<file path="config.mk">
export PLATFORM = sky130hd
export DESIGN_NAME = vcu_compare_unit
export DESIGN_NICKNAME = d
export VERILOG_FILES = /design/src/vcu_pkg.sv /design/src/vcu_compare_unit.sv
export SDC_FILE = /design/constraint.sdc
export NUM_CORES = 1
export LEC_CHECK = 0
export BUFFER_PORTS_ARGS = -buffer_cell sky130_fd_sc_hd__buf_2
export CORE_AREA = 4 4 174 303
export DETAILED_ROUTE_END_ITERATION = 16
export DIE_AREA = 0 0 178 307
export GPL_TIMING_DRIVEN = 0
export PLACE_DENSITY = 0.77
export SYNTH_ARGS = -nofsm -noshare
export SYNTH_HDL_FRONTEND = slang
export SYNTH_SLANG_ARGS = --single-unit
</file>
<file path="constraint.sdc">
create_clock -name CLOCK -period 4.4 [get_ports CLOCK]
set_clock_uncertainty 0.1 [all_clocks]
set_input_delay 0.66 -clock CLOCK [delete_from_list [all_inputs] [get_ports CLOCK]]
set_output_delay 0.66 -clock CLOCK [all_outputs]
set_load 0.005 [all_outputs]
</file>
<file path="src/vcu_pkg.sv">
// Constants and types for the vector compare unit
// Functional notes
// - Bounds code bit 1 is 0 when first element <= second, else 1.
// - Bounds code bit 0 is 0 when first element >= negated second, else 1.
// - Bounds code sits in each lane's two top bits; other lane bits zero.
// - Recorded bounds compare writes field six as 00, all-within flag, 0.
// - A negative second element makes the first element out of bounds.
// - A NaN in either bounds operand forces both code bits to 1.
// - With denormal flush set, denormal bounds operands become zero first.
// - Float equal sets a lane to all ones when elements are equal.
// - Float equal gives zero for any lane holding a NaN.
// - Float greater-or-equal sets a lane to ones when first >= second.
// - Float greater-or-equal gives zero for any lane holding a NaN.
// - Recorded equal/ge compares write all-true, 0, none-true, 0.
// - Without the record bit, condition field six stays unchanged.
// - Integer equal works on byte, halfword or word lanes, ones on match.
// - Integer equal is plain bitwise equality, sign does not matter.
// - Float compares decode from opcode 04 with endings 3C6, 0C6, 1C6.
// - Integer equal compares decode from endings 006, 046, 086.
package vcu_pkg;
   localparam int VCU_VEC_W = 128;
   localparam int VCU_LANE_W = 32;
   localparam int VCU_LANES = 4;
   localparam int VCU_BYTES = 16;
   localparam int VCU_REG_ADDR_W = 4;
   localparam int VCU_REG_DATA_W = 32;
   localparam logic [5:0] VCU_PRIMARY_OPCODE = 6'h04;
   localparam int VCU_OPCODE_MSB = 31;
   localparam int VCU_OPCODE_LSB = 26;
   localparam int VCU_RECORD_POS = 10;
   localparam logic [9:0] VCU_XO_BOUNDS = 10'h3C6;
   localparam logic [9:0] VCU_XO_FP_EQUAL = 10'h0C6;
   localparam logic [9:0] VCU_XO_FP_GE = 10'h1C6;
   localparam logic [9:0] VCU_XO_EQ_BYTE = 10'h006;
   localparam logic [9:0] VCU_XO_EQ_HALF = 10'h046;
   localparam logic [9:0] VCU_XO_EQ_WORD = 10'h086;
   localparam logic [7:0] VCU_EXP_ALL_ONES = 8'hFF;
   localparam logic [31:0] VCU_ZERO_KEY = 32'h8000_0000;
   localparam logic [3:0] VCU_CR_MASK_BOUNDS = 4'h2;
   localparam logic [3:0] VCU_CR_MASK_FULL = 4'hF;
   localparam logic [3:0] VCU_CR_RESET = 4'h0;
   localparam logic [3:0] VCU_CTRL_OFFSET = 4'h0;
   localparam logic [3:0] VCU_STATUS_OFFSET = 4'h4;
   localparam int VCU_FLUSH_BIT = 0;
   localparam logic VCU_FLUSH_RESET = 1'b0;
   localparam int VCU_STATUS_UNDECODED_BIT = 4;

   typedef enum logic [6:0] {
      VCU_OP_NONE = 7'h01,
      VCU_OP_BOUNDS = 7'h02,
      VCU_OP_FP_EQUAL = 7'h04,
      VCU_OP_FP_GE = 7'h08,
      VCU_OP_EQ_BYTE = 7'h10,
      VCU_OP_EQ_HALF = 7'h20,
      VCU_OP_EQ_WORD = 7'h40
   } vcu_op_type;
endpackage : vcu_pkg

</file>
<file path="src/vcu_compare_unit.sv">
// Vector compare unit: decode, lane compares, result and condition registers
//
// The register offsets and the strobed register port were left to the implementer.
`timescale 1ns/10ps
`default_nettype none
module vcu_compare_unit
   import vcu_pkg::*;
(
   input wire logic CLOCK,
   input wire logic RST,
   input wire logic ISSUE_VALID,
   input wire logic [31:0] INSTRUCTION,
   input wire logic [VCU_VEC_W-1:0] FIRST_SOURCE_VECTOR,
   input wire logic [VCU_VEC_W-1:0] SECOND_SOURCE_VECTOR,
   input wire logic [VCU_REG_ADDR_W-1:0] REG_ADDRESS,
   input wire logic [VCU_REG_DATA_W-1:0] REG_WRITE_DATA,
   input wire logic REG_WRITE,
   input wire logic REG_READ,
   output var logic [VCU_REG_DATA_W-1:0] REG_READ_DATA,
   output var logic RESULT_VALID,
   output var logic [VCU_VEC_W-1:0] DESTINATION_VECTOR,
   output var logic [3:0] CONDITION_FIELD_SIX,
   output var logic [3:0] CONDITION_MASK,
   output var logic CONDITION_WRITE,
   output var logic UNDECODED
);

   // Orderable key: positive above negative, both zeros share one key
   function automatic logic [31:0] fp_key(input logic [31:0] x);
      logic [31:0] k;
      k = VCU_ZERO_KEY;
      if (x[30:0] != 31'h0000_0000) begin
         if (x[31]) begin
            k = ~x;
         end else begin
            k = {1'b1, x[30:0]};
         end
      end
      return k;
   endfunction : fp_key

   function automatic logic fp_is_nan(input logic [31:0] x);
      return (x[30:23] == VCU_EXP_ALL_ONES) && (x[22:0] != 23'h00_0000);
   endfunction : fp_is_nan

   function automatic logic fp_is_denorm(input logic [31:0] x);
      return (x[30:23] == 8'h00) && (x[22:0] != 23'h00_0000);
   endfunction : fp_is_denorm

   logic denormal_flush_control;
   logic last_undecoded;
   vcu_op_type op;
   logic record_bit;
   logic [VCU_LANES-1:0] nan_lane;
   logic [VCU_LANES-1:0] fp_equal;
   logic [VCU_LANES-1:0] fp_ge;
   logic [1:0] bound_code [VCU_LANES];
   logic [VCU_BYTES-1:0] byte_equal;
   logic [VCU_VEC_W-1:0] next_destination;
   logic [3:0] next_condition;
   logic [3:0] next_mask;
   logic [VCU_REG_DATA_W-1:0] next_read_data;

   // Instruction decode
   always_comb begin
      op = VCU_OP_NONE;
      record_bit = INSTRUCTION[VCU_RECORD_POS];
      if (INSTRUCTION[VCU_OPCODE_MSB:VCU_OPCODE_LSB] == VCU_PRIMARY_OPCODE) begin
         case (INSTRUCTION[9:0])
            VCU_XO_BOUNDS: op = VCU_OP_BOUNDS;
            VCU_XO_FP_EQUAL: op = VCU_OP_FP_EQUAL;
            VCU_XO_FP_GE: op = VCU_OP_FP_GE;
            VCU_XO_EQ_BYTE: op = VCU_OP_EQ_BYTE;
            VCU_XO_EQ_HALF: op = VCU_OP_EQ_HALF;
            VCU_XO_EQ_WORD: op = VCU_OP_EQ_WORD;
            default: op = VCU_OP_NONE;
         endcase
      end
   end

   // Word lanes for floating-point compares
   genvar w;
   generate
      for (w = 0; w < VCU_LANES; w++) begin : g_lane
         logic [31:0] a;
         logic [31:0] b;
         logic [31:0] fa;
         logic [31:0] fb;
         logic [31:0] neg_b;
         logic le_b;
         logic ge_neg_b;
         assign a = FIRST_SOURCE_VECTOR[w*VCU_LANE_W +: VCU_LANE_W];
         assign b = SECOND_SOURCE_VECTOR[w*VCU_LANE_W +: VCU_LANE_W];
         // Denormals become signed zero before the bounds test
         assign fa = (denormal_flush_control && fp_is_denorm(a)) ? {a[31], 31'h0000_0000} : a;
         assign fb = (denormal_flush_control && fp_is_denorm(b)) ? {b[31], 31'h0000_0000} : b;
         assign neg_b = {~fb[31], fb[30:0]};
         assign nan_lane[w] = fp_is_nan(a) || fp_is_nan(b);
         assign le_b = fp_key(fa) <= fp_key(fb);
         // A negative bound makes neg_b above fb, so both tests cannot pass
         assign ge_neg_b = fp_key(fa) >= fp_key(neg_b);
         assign bound_code[w] = nan_lane[w] ? 2'b11 : {~le_b, ~ge_neg_b};
         assign fp_equal[w] = !nan_lane[w] && (fp_key(a) == fp_key(b));
         assign fp_ge[w] = !nan_lane[w] && (fp_key(a) >= fp_key(b));
      end
   endgenerate

   // Byte equality, combined into halfwords and words
   genvar y;
   generate
      for (y = 0; y < VCU_BYTES; y++) begin : g_byte
         assign byte_equal[y] = FIRST_SOURCE_VECTOR[y*8 +: 8] == SECOND_SOURCE_VECTOR[y*8 +: 8];
      end
   endgenerate

   // Result vector selection
   always_comb begin
      next_destination = '0;
      case (op)
         VCU_OP_BOUNDS: begin
            for (int i = 0; i < VCU_LANES; i++) begin
               next_destination[i*VCU_LANE_W +: VCU_LANE_W] = {bound_code[i], 30'h0000_0000};
            end
         end
         VCU_OP_FP_EQUAL: begin
            for (int i = 0; i < VCU_LANES; i++) begin
               next_destination[i*VCU_LANE_W +: VCU_LANE_W] = {VCU_LANE_W{fp_equal[i]}};
            end
         end
         VCU_OP_FP_GE: begin
            for (int i = 0; i < VCU_LANES; i++) begin
               next_destination[i*VCU_LANE_W +: VCU_LANE_W] = {VCU_LANE_W{fp_ge[i]}};
            end
         end
         VCU_OP_EQ_BYTE: begin
            for (int i = 0; i < VCU_BYTES; i++) begin
               next_destination[i*8 +: 8] = {8{byte_equal[i]}};
            end
         end
         VCU_OP_EQ_HALF: begin
            for (int i = 0; i < VCU_BYTES/2; i++) begin
               next_destination[i*16 +: 16] = {16{&byte_equal[i*2 +: 2]}};
            end
         end
         VCU_OP_EQ_WORD: begin
            for (int i = 0; i < VCU_LANES; i++) begin
               next_destination[i*32 +: 32] = {32{&byte_equal[i*4 +: 4]}};
            end
         end
         default: next_destination = '0;
      endcase
   end

   // Condition field summary
   always_comb begin
      if (op == VCU_OP_BOUNDS) begin
         next_condition = {2'b00, ~|next_destination, 1'b0};
         next_mask = VCU_CR_MASK_BOUNDS;
      end else begin
         next_condition = {&next_destination, 1'b0, ~|next_destination, 1'b0};
         next_mask = VCU_CR_MASK_FULL;
      end
   end

   // Destination vector register
   always_ff @(posedge CLOCK) begin
      if (RST) begin
         RESULT_VALID <= 1'b0;
         DESTINATION_VECTOR <= '0;
      end else begin
         RESULT_VALID <= ISSUE_VALID && (op != VCU_OP_NONE);
         if (ISSUE_VALID && (op != VCU_OP_NONE)) begin
            DESTINATION_VECTOR <= next_destination;
         end
      end
   end

   // Condition field six, written only by recorded forms
   always_ff @(posedge CLOCK) begin
      if (RST) begin
         CONDITION_FIELD_SIX <= VCU_CR_RESET;
         CONDITION_MASK <= 4'h0;
         CONDITION_WRITE <= 1'b0;
      end else begin
         CONDITION_WRITE <= ISSUE_VALID && (op != VCU_OP_NONE) && record_bit;
         if (ISSUE_VALID && (op != VCU_OP_NONE) && record_bit) begin
            CONDITION_FIELD_SIX <= next_condition;
            CONDITION_MASK <= next_mask;
         end
      end
   end

   // Undecoded issue flag
   always_ff @(posedge CLOCK) begin
      if (RST) begin
         UNDECODED <= 1'b0;
         last_undecoded <= 1'b0;
      end else begin
         UNDECODED <= ISSUE_VALID && (op == VCU_OP_NONE);
         if (ISSUE_VALID) begin
            last_undecoded <= op == VCU_OP_NONE;
         end
      end
   end

   // Control register
   always_ff @(posedge CLOCK) begin
      if (RST) begin
         denormal_flush_control <= VCU_FLUSH_RESET;
      end else if (REG_WRITE && (REG_ADDRESS == VCU_CTRL_OFFSET)) begin
         denormal_flush_control <= REG_WRITE_DATA[VCU_FLUSH_BIT];
      end
   end

   // Read data, valid in the cycle after the read strobe only
   always_comb begin
      next_read_data = '0;
      if (REG_READ) begin
         case (REG_ADDRESS)
            VCU_CTRL_OFFSET: next_read_data[VCU_FLUSH_BIT] = denormal_flush_control;
            VCU_STATUS_OFFSET: begin
               next_read_data[3:0] = CONDITION_FIELD_SIX;
               next_read_data[VCU_STATUS_UNDECODED_BIT] = last_undecoded;
            end
            default: next_read_data = '0;
         endcase
      end
   end

   always_ff @(posedge CLOCK) begin
      if (RST) begin
         REG_READ_DATA <= '0;
      end else begin
         REG_READ_DATA <= next_read_data;
      end
   end
endmodule : vcu_compare_unit
`default_nettype wire

</file>
==> flow_metrics.env, run 1 <==
export IMPL_drv_cap=0
export IMPL_setup_viol=17
export IMPL_worstSetupPathType="in2reg"
export IMPL_row_count=109
export IMPL_cts_tree="yes"
export IMPL_pin_count=500
export IMPL_grt_setup_unrepaired="true"
export IMPL_syn_area_per_cell_sq_um=6.976
export IMPL_cts_hold_fix_buffers=0
export IMPL_async_flop_share=0
export IMPL_crit_arrival_ps=5320
export IMPL_hold_worst_slack_ps=396.6
export IMPL_viasPerCell=5.785
export IMPL_hp_class="reg2reg"
export IMPL_cpPeakStageDelay_ps=530
export IMPL_hpwl_um=68480
export IMPL_grt_pass1_vias=23180
export IMPL_yosys_area_share_adder=0.2406
export IMPL_h_tree_depth=2
export IMPL_status="finished with violations"
export IMPL_insertion_delay_ps=280
export IMPL_drtIter0Drc=1616
export IMPL_max_slew_margin_rel=0.06529
export IMPL_leakage_nw=12.92
export IMPL_synth_ff_type="dfxtp_1"
export IMPL_gp_congestion=1.025
export IMPL_die_area_sq_um=54650
export IMPL_drc=0
export IMPL_yosysSeqAreaShare=0.03723
export IMPL_setup_tns_ps=-6453
export IMPL_violations="negative setup slack"
export IMPL_drv_slew=0
export IMPL_path_max_fanout=6
export IMPL_path_buf_inv=3
export IMPL_path_clk_slew_ps=60
export IMPL_drive_gt1_frac=0.2747
export IMPL_grt_util_all_layers=0.2863
export IMPL_crit_path_start_kind="input pin"
export IMPL_power_density_nw_per_um2=149.0
export IMPL_ys_warn_count=0
export IMPL_synth_xor_area_frac=0.2056
export IMPL_synthTopCellsByArea="ha_1 (24%), xor2_1 (11%), xnor2_1 (9.4%)"
export IMPL_nNetsFinal=4097
export IMPL_yosysTopAreaCellShare=0.2390
export IMPL_die_h_um=307
export IMPL_synth_seq_cells=37
export IMPL_die_w_um=178
export IMPL_drt_pass1_iter_count=8
export IMPL_wirelength_um=85040
export IMPL_cts_buffers=5
export IMPL_ir_drop_mv=0.1418
export IMPL_vias=23470
export IMPL_min_period_ps=5214
export IMPL_period_share=1.185
export IMPL_postRouteAntennaNets=0
export IMPL_clockBufferDepth=2
export IMPL_grt_max_degree=14
export IMPL_clock_sinks=37
export IMPL_synth_largest_area_cell="ha_1"
export IMPL_worstMarginPinSlew_ps=1391
export IMPL_postSynthCellCount=2852
export IMPL_cp_common_cell="nor4_4"
export IMPL_synth_simple_area_share=0.3072
export IMPL_crit_family="simple AND/OR/NAND/NOR gates"
export IMPL_synth_compound_gate_area_share=0.1309
export IMPL_synthToLayoutAreaGrowth_pct=28.42
export IMPL_place_ws_ps=-2090
export IMPL_fmax_mhz=191.8
export IMPL_io_buffers=418
export IMPL_root_buffer="clkbuf_16"
export IMPL_core_sq_um=50320
export IMPL_cp_required_ps=4500
export IMPL_synth_top_family_by_area="simple AND/OR/NAND/NOR gates"
export IMPL_initial_core_util=0.3954
export IMPL_end_kind="flip-flop"
export IMPL_synth_edf_count=0
export IMPL_wl_per_cell_um=20.96
export IMPL_grt_ovfl_total=0
export IMPL_finalHoldViolCount=0
export IMPL_finalWorstSetupSlack_ps=-814.1
export IMPL_grt_pass1_wl_um=123800
export IMPL_synth_distinct_cells=69
export IMPL_cp_cell_sequence="clkbuf_4 -> nor4_4 -> nand4_1 -> nor2_4 -> nand2_4 -> buf_8 -> buf_4 -> nand2_1 -> ha_4 -> a21oi_2 -> o21ai_2 -> a221o_1 -> or3_4 -> a221oi_4 -> nor4_4 -> o21bai_4 -> nand4b_1 -> or4b_1 -> o31ai_2"
export IMPL_synthMuxAreaShare=0
export IMPL_synth_area_sq_um=19900
export IMPL_slowest_stage="or4b_1"
export IMPL_antenna_found_initial=2
per-stage QoR:
step / util / std cells / total power, W / instance area, sq um
after floorplan: - / 2881 / 0.002198 / 20070
after global placement: 0.4570 / 3965 / 0.002965 / 23000
after detailed placement: 0.4570 / 3965 / 0.003013 / 23000
after CTS: 0.4870 / 4009 / 0.003624 / 24510
after global routing: 0.5077 / 4056 / 0.004158 / 25550
final: 0.5077 / 4057 / 0.003808 / 25550
cells in the final DEF, fill, tap and decap left out, drive strengths merged, types with 5 or more instances in the layout:
cell type / instances
a21oi: 131
nor3: 47
nor2: 349
buf: 685
inv: 19
dfxtp: 37
o21ai: 69
or3: 10
or2: 33
and4: 5
xor2: 253
clkbuf: 81
a221o: 7
nor2b: 20
nand2: 420
o31ai: 6
o211ai: 18
ha: 380
a211o: 8
nand4: 110
conb: 30
or4: 17
and3: 12
and2: 17
nand3: 42
nand2b: 115
a221oi: 7
a2111oi: 8
xnor2: 214
a21o: 55
o21a: 13
a31oi: 9
nor4: 73
a211oi: 38
registers in the layout (all words and copies together) (netlist names), 2 cells and up:
signal               count
CONDITION_MASK           2
REG_READ_DATA            4
CONDITION_FIELD_SIX      2
DESTINATION_VECTOR      24
where the power goes:
part           switching, W  internal (W)
Combinational       0.00171       0.00127
Sequential       0.00000123      0.000336
Clock              0.000162      0.000327
final timing paths:
path / from / end / slack [ps] / cells past startpoint
worst min register to register: DESTINATION_VECTOR[30]$_SDFFE_PP0P_ / DESTINATION_VECTOR[30]$_SDFFE_PP0P_ / 400 / 2
worst max register to register: denormal_flush_control$_SDFFE_PP0P_ / CONDITION_FIELD_SIX[1]$_SDFFE_PP0P_ / -110 / 16
worst max-delay path: SECOND_SOURCE_VECTOR[64] / CONDITION_FIELD_SIX[1]$_SDFFE_PP0P_ / -810 / 19
worst min-delay path: DESTINATION_VECTOR[30]$_SDFFE_PP0P_ / DESTINATION_VECTOR[30]$_SDFFE_PP0P_ / 400 / 2
synth_stat cells, types with 5 or more instances:
| library cell | instances |
|---|---|
| nand2_1 | 420 |
| ha_1 | 380 |
| nor2_1 | 349 |
| xor2_1 | 253 |
| xnor2_1 | 214 |
| buf_4 | 136 |
| a21oi_1 | 131 |
| nand2b_1 | 115 |
| nand4_1 | 110 |
| clkbuf_1 | 86 |
| nor4_1 | 69 |
| o21ai_0 | 64 |
| a21o_1 | 55 |
| nor3_1 | 47 |
| nand3_1 | 42 |
| buf_1 | 39 |
| a211oi_1 | 38 |
| dfxtp_1 | 37 |
| or2_2 | 32 |
| nor2b_1 | 20 |
| inv_1 | 18 |
| and2_1 | 17 |
| o211ai_1 | 17 |
| or4_1 | 15 |
| o21a_1 | 13 |
| and3_1 | 12 |
| or3_1 | 10 |
| a31oi_1 | 9 |
| a2111oi_0 | 8 |
| a211o_1 | 8 |
| a221o_1 | 7 |
| a221oi_1 | 7 |
| and4_1 | 5 |
| o31ai_1 | 5 |
worst reg2reg max path, stage by stage, from the launching register on:
cell and delay [ps]:
dfxtp_1 440, clkbuf_4 350, o21ai_4 360, clkbuf_1 390, buf_1 440, nand2_1 110
ha_1 210, or4_1 510, a21oi_1 110, o21ai_0 110, o211ai_1 160, o211ai_1 160
nor3_1 240, o21ai_2 150, a21oi_4 230, nand4_1 120, o31ai_2 240
logic make-up (layout without fill, tap and decap cells):
logic type / count (synthesis) / count (layout)
AO/OA/AOI/OAI: 403 / 403
flip-flops: 37 / 37
other: 1 / 32
AND/OR/NAND/NOR: 1282 / 1282
XOR/XNOR: 467 / 467
adder cells (fa/ha/maj): 383 / 383
buffers and inverters: 279 / 787
cell type report:
class                           count  area [sq um]
Antenna cell                        2         5.005
Buffer                            257          1744
Clock buffer                        5         125.1
Clock inverter                      3         68.82
Fill cell                        4842         24770
Inverter                           18         67.56
Multi-Input combinational cell   2565         18980
Sequential cell                    37         740.7
Tap cell                          666         833.3
Timing Repair Buffer              504          2985
routing by layer:
layer / vias up / track usage / routed length [um]
met4: 2 / 0.2134 / 7851
met5: - / 0 / 8
met2: 1258 / 0.5283 / 42650
li1: 10900 / - / -
met1: 10840 / 0.2892 / 28370
met3: 460 / 0.03431 / 6162
repair_timing:
item                       in CTS  in global routing
gates resized for setup       250                196
cloned                          2                  2
buffers inserted               36                 47
pin swaps                      50                 90
setup endpoints to repair      26                 26
No activity file was read; power rests on OpenSTA's default activity.
==> inputs of run 2 (changes only) <==
- CORE_AREA: 4 4 174 303 -> 4 4 155 269
- DIE_AREA: 0 0 178 307 -> 0 0 159 273
- PLACE_DENSITY: 0.77 -> 0.91
==> run 2 against run 1 <==
  * Setup slack worse by 190 ps
  * Sequential power about the same
  * Global-route usage up 5.1 points
  * Wire length down 2.8%
  * Via count up 2.2%
  * Maximum frequency down 3.5%
  * Design area down 2.8%
  * Register-to-register slack worse by 210 ps
  * Cell count down 5.0%
  * Highest routed layer unchanged
  * Non-clock buffer count down 27
  * Combinational power about the same
  * Flip-flop and latch count unchanged
  * The run still ends with negative setup slack left
==> flow_metrics.env, run 2 (synthesized netlist as in run 1, its figures left out) <==
export IMPL_finalHoldViolCount=0
export IMPL_wirelength_um=82620
export IMPL_r2r_slack_ps=-320
export IMPL_top_regs="DESTINATION_VECTOR x24, REG_READ_DATA x4"
export IMPL_drv_slew=0
export IMPL_design_area_sq_um=24830
export IMPL_root_buffer="clkbuf_16"
export IMPL_ir_drop_mv=0.1690
export IMPL_path_max_fanout=10
export IMPL_grt_util_all_layers=0.3377
export IMPL_end_kind="flip-flop"
export IMPL_die_h_um=273
export IMPL_grt_pass1_wl_um=120100
export IMPL_period_share=1.227
export IMPL_place_area_sq_um=22780
export IMPL_drtIter0Drc=1904
export IMPL_grt_pass1_vias=23570
export IMPL_fmax_mhz=185.2
export IMPL_cts_tree="yes"
export IMPL_fillCellCount=3199
export IMPL_postRouteAntennaNets=0
export IMPL_die_area_sq_um=43410
export IMPL_pin_count=500
export IMPL_vias=23980
export IMPL_worstSetupPathType="in2reg"
export IMPL_status="finished with violations"
export IMPL_wl_per_cell_um=21.43
export IMPL_min_period_ps=5401
export IMPL_antenna_found_initial=10
export IMPL_drt_pass1_iter_count=6
export IMPL_grt_max_degree=14
export IMPL_setup_viol=12
export IMPL_max_slew_margin_rel=0.1904
export IMPL_hpwl_um=64490
export IMPL_min_path_cells=2
export IMPL_hold_worst_slack_ps=371.7
export IMPL_drive_gt1_frac=0.2653
export IMPL_initial_core_util=0.5066
export IMPL_cp_required_ps=4500
export IMPL_worstRegToRegCells=17
export IMPL_finalWorstSetupSlack_ps=-1001
export IMPL_row_count=96
export IMPL_grt_ovfl_total=0
export IMPL_insertion_delay_ps=280
export IMPL_die_w_um=159
export IMPL_final_cell_mix="buf_2 (428), nand2_1 (414), ha_1 (368)"
export IMPL_core_sq_um=39280
export IMPL_hp_class="reg2reg"
export IMPL_synthToLayoutAreaGrowth_pct=24.77
export IMPL_largest_reg_flops=24
export IMPL_worstMarginPinSlew_ps=1205
export IMPL_crit_arrival_ps=5500
export IMPL_power_density_nw_per_um2=147.4
export IMPL_gp_congestion=1.055
export IMPL_final_common_cell="buf_2"
export IMPL_crit_path_start_kind="input pin"
export IMPL_viasPerCell=6.220
export IMPL_io_buffers=418
export IMPL_violations="negative setup slack"
export IMPL_largest_register="DESTINATION_VECTOR"
export IMPL_clock_sinks=37
export IMPL_h_tree_depth=2
export IMPL_cts_buffers=5
export IMPL_utilization=0.6320
export IMPL_nNetsFinal=4070
export IMPL_path_clk_slew_ps=70
export IMPL_p_total_w=0.003659
export IMPL_drv_cap=0
export IMPL_clockBufferDepth=2
export IMPL_leakage_nw=12.68
export IMPL_place_ws_ps=-1401
export IMPL_drc=0
export IMPL_grt_setup_unrepaired="true"
==> run 2: path summary, 6_finish.rpt <==
| path | startpoint | to |
|---|---|---|
| max | SECOND_SOURCE_VECTOR[69] | CONDITION_FIELD_SIX[1]$_SDFFE_PP0P_ |
| min | DESTINATION_VECTOR[30]$_SDFFE_PP0P_ | DESTINATION_VECTOR[30]$_SDFFE_PP0P_ |
| max reg2reg | denormal_flush_control$_SDFFE_PP0P_ | CONDITION_FIELD_SIX[1]$_SDFFE_PP0P_ |
| min reg2reg | DESTINATION_VECTOR[30]$_SDFFE_PP0P_ | DESTINATION_VECTOR[30]$_SDFFE_PP0P_ |
==> run 2: per-stage QoR <==
stage / TNS, ps / instances
2_1_floorplan: -77.92 / 2881
3_3_place_gp: -21090 / 3789
3_5_place_dp: -22240 / 3789
4_1_cts: -1054 / 3827
5_1_grt: -8200 / 3854
6_report: -5863 / 3855
==> run 2: area by class of cell <==
type                            count  area [sq um]  share of cell area
Multi-Input combinational cell   2565         18800              0.7573
Timing Repair Buffer              475          2691              0.1084
Buffer                            259          1757             0.07076
Sequential cell                    37         740.7             0.02984
Tap cell                          490         613.1             0.02470
Clock buffer                        5         125.1            0.005040
Inverter                           18         67.56            0.002722
Clock inverter                      3         22.52           0.0009072
Antenna cell                        3         7.507           0.0003024
==> run 2: metal layers <==
metal,track usage,wire length (um),vias to the layer above
met5,0,81,-
met4,0.2617,8578,14
met3,0.06096,7665,630
met2,0.6247,40050,1570
met1,0.3301,26250,10900
li1,-,-,10860
==> run 2: critical path, cell delays in order <==
cell and delay, ps:
buf_2 130, nor4_1 980, nand2_1 240, nor2_4 170, nand2_2 110, buf_6 170, nand2_1 110, ha_4 220
a21oi_2 150, o21ai_2 80, a221o_1 370, or3_4 420, a221oi_4 340, nor4_4 120, o21bai_4 220, nand4b_1 230
or4b_4 550, o31ai_2 210
==> run 2: what timing repair did <==
item / 4_1_cts / 5_1_grt
cloned: 2 / 3
setup buffers: 30 / 25
pin swaps: 47 / 82
resized for setup: 215 / 170
hold buffers: 0 / 0
setup endpoints to repair: 26 / 25
==> run 2: report_power, final <==
group	switching (W)	internal [W]	total, W	leakage [nW]
Clock	0.000156	0.000211	0.000367	0.0738
Combinational	0.00171	0.00125	0.00296	12.3
Sequential	0.000000918	0.000336	0.000337	0.298
Total	0.00186	0.00180	0.00366	12.7
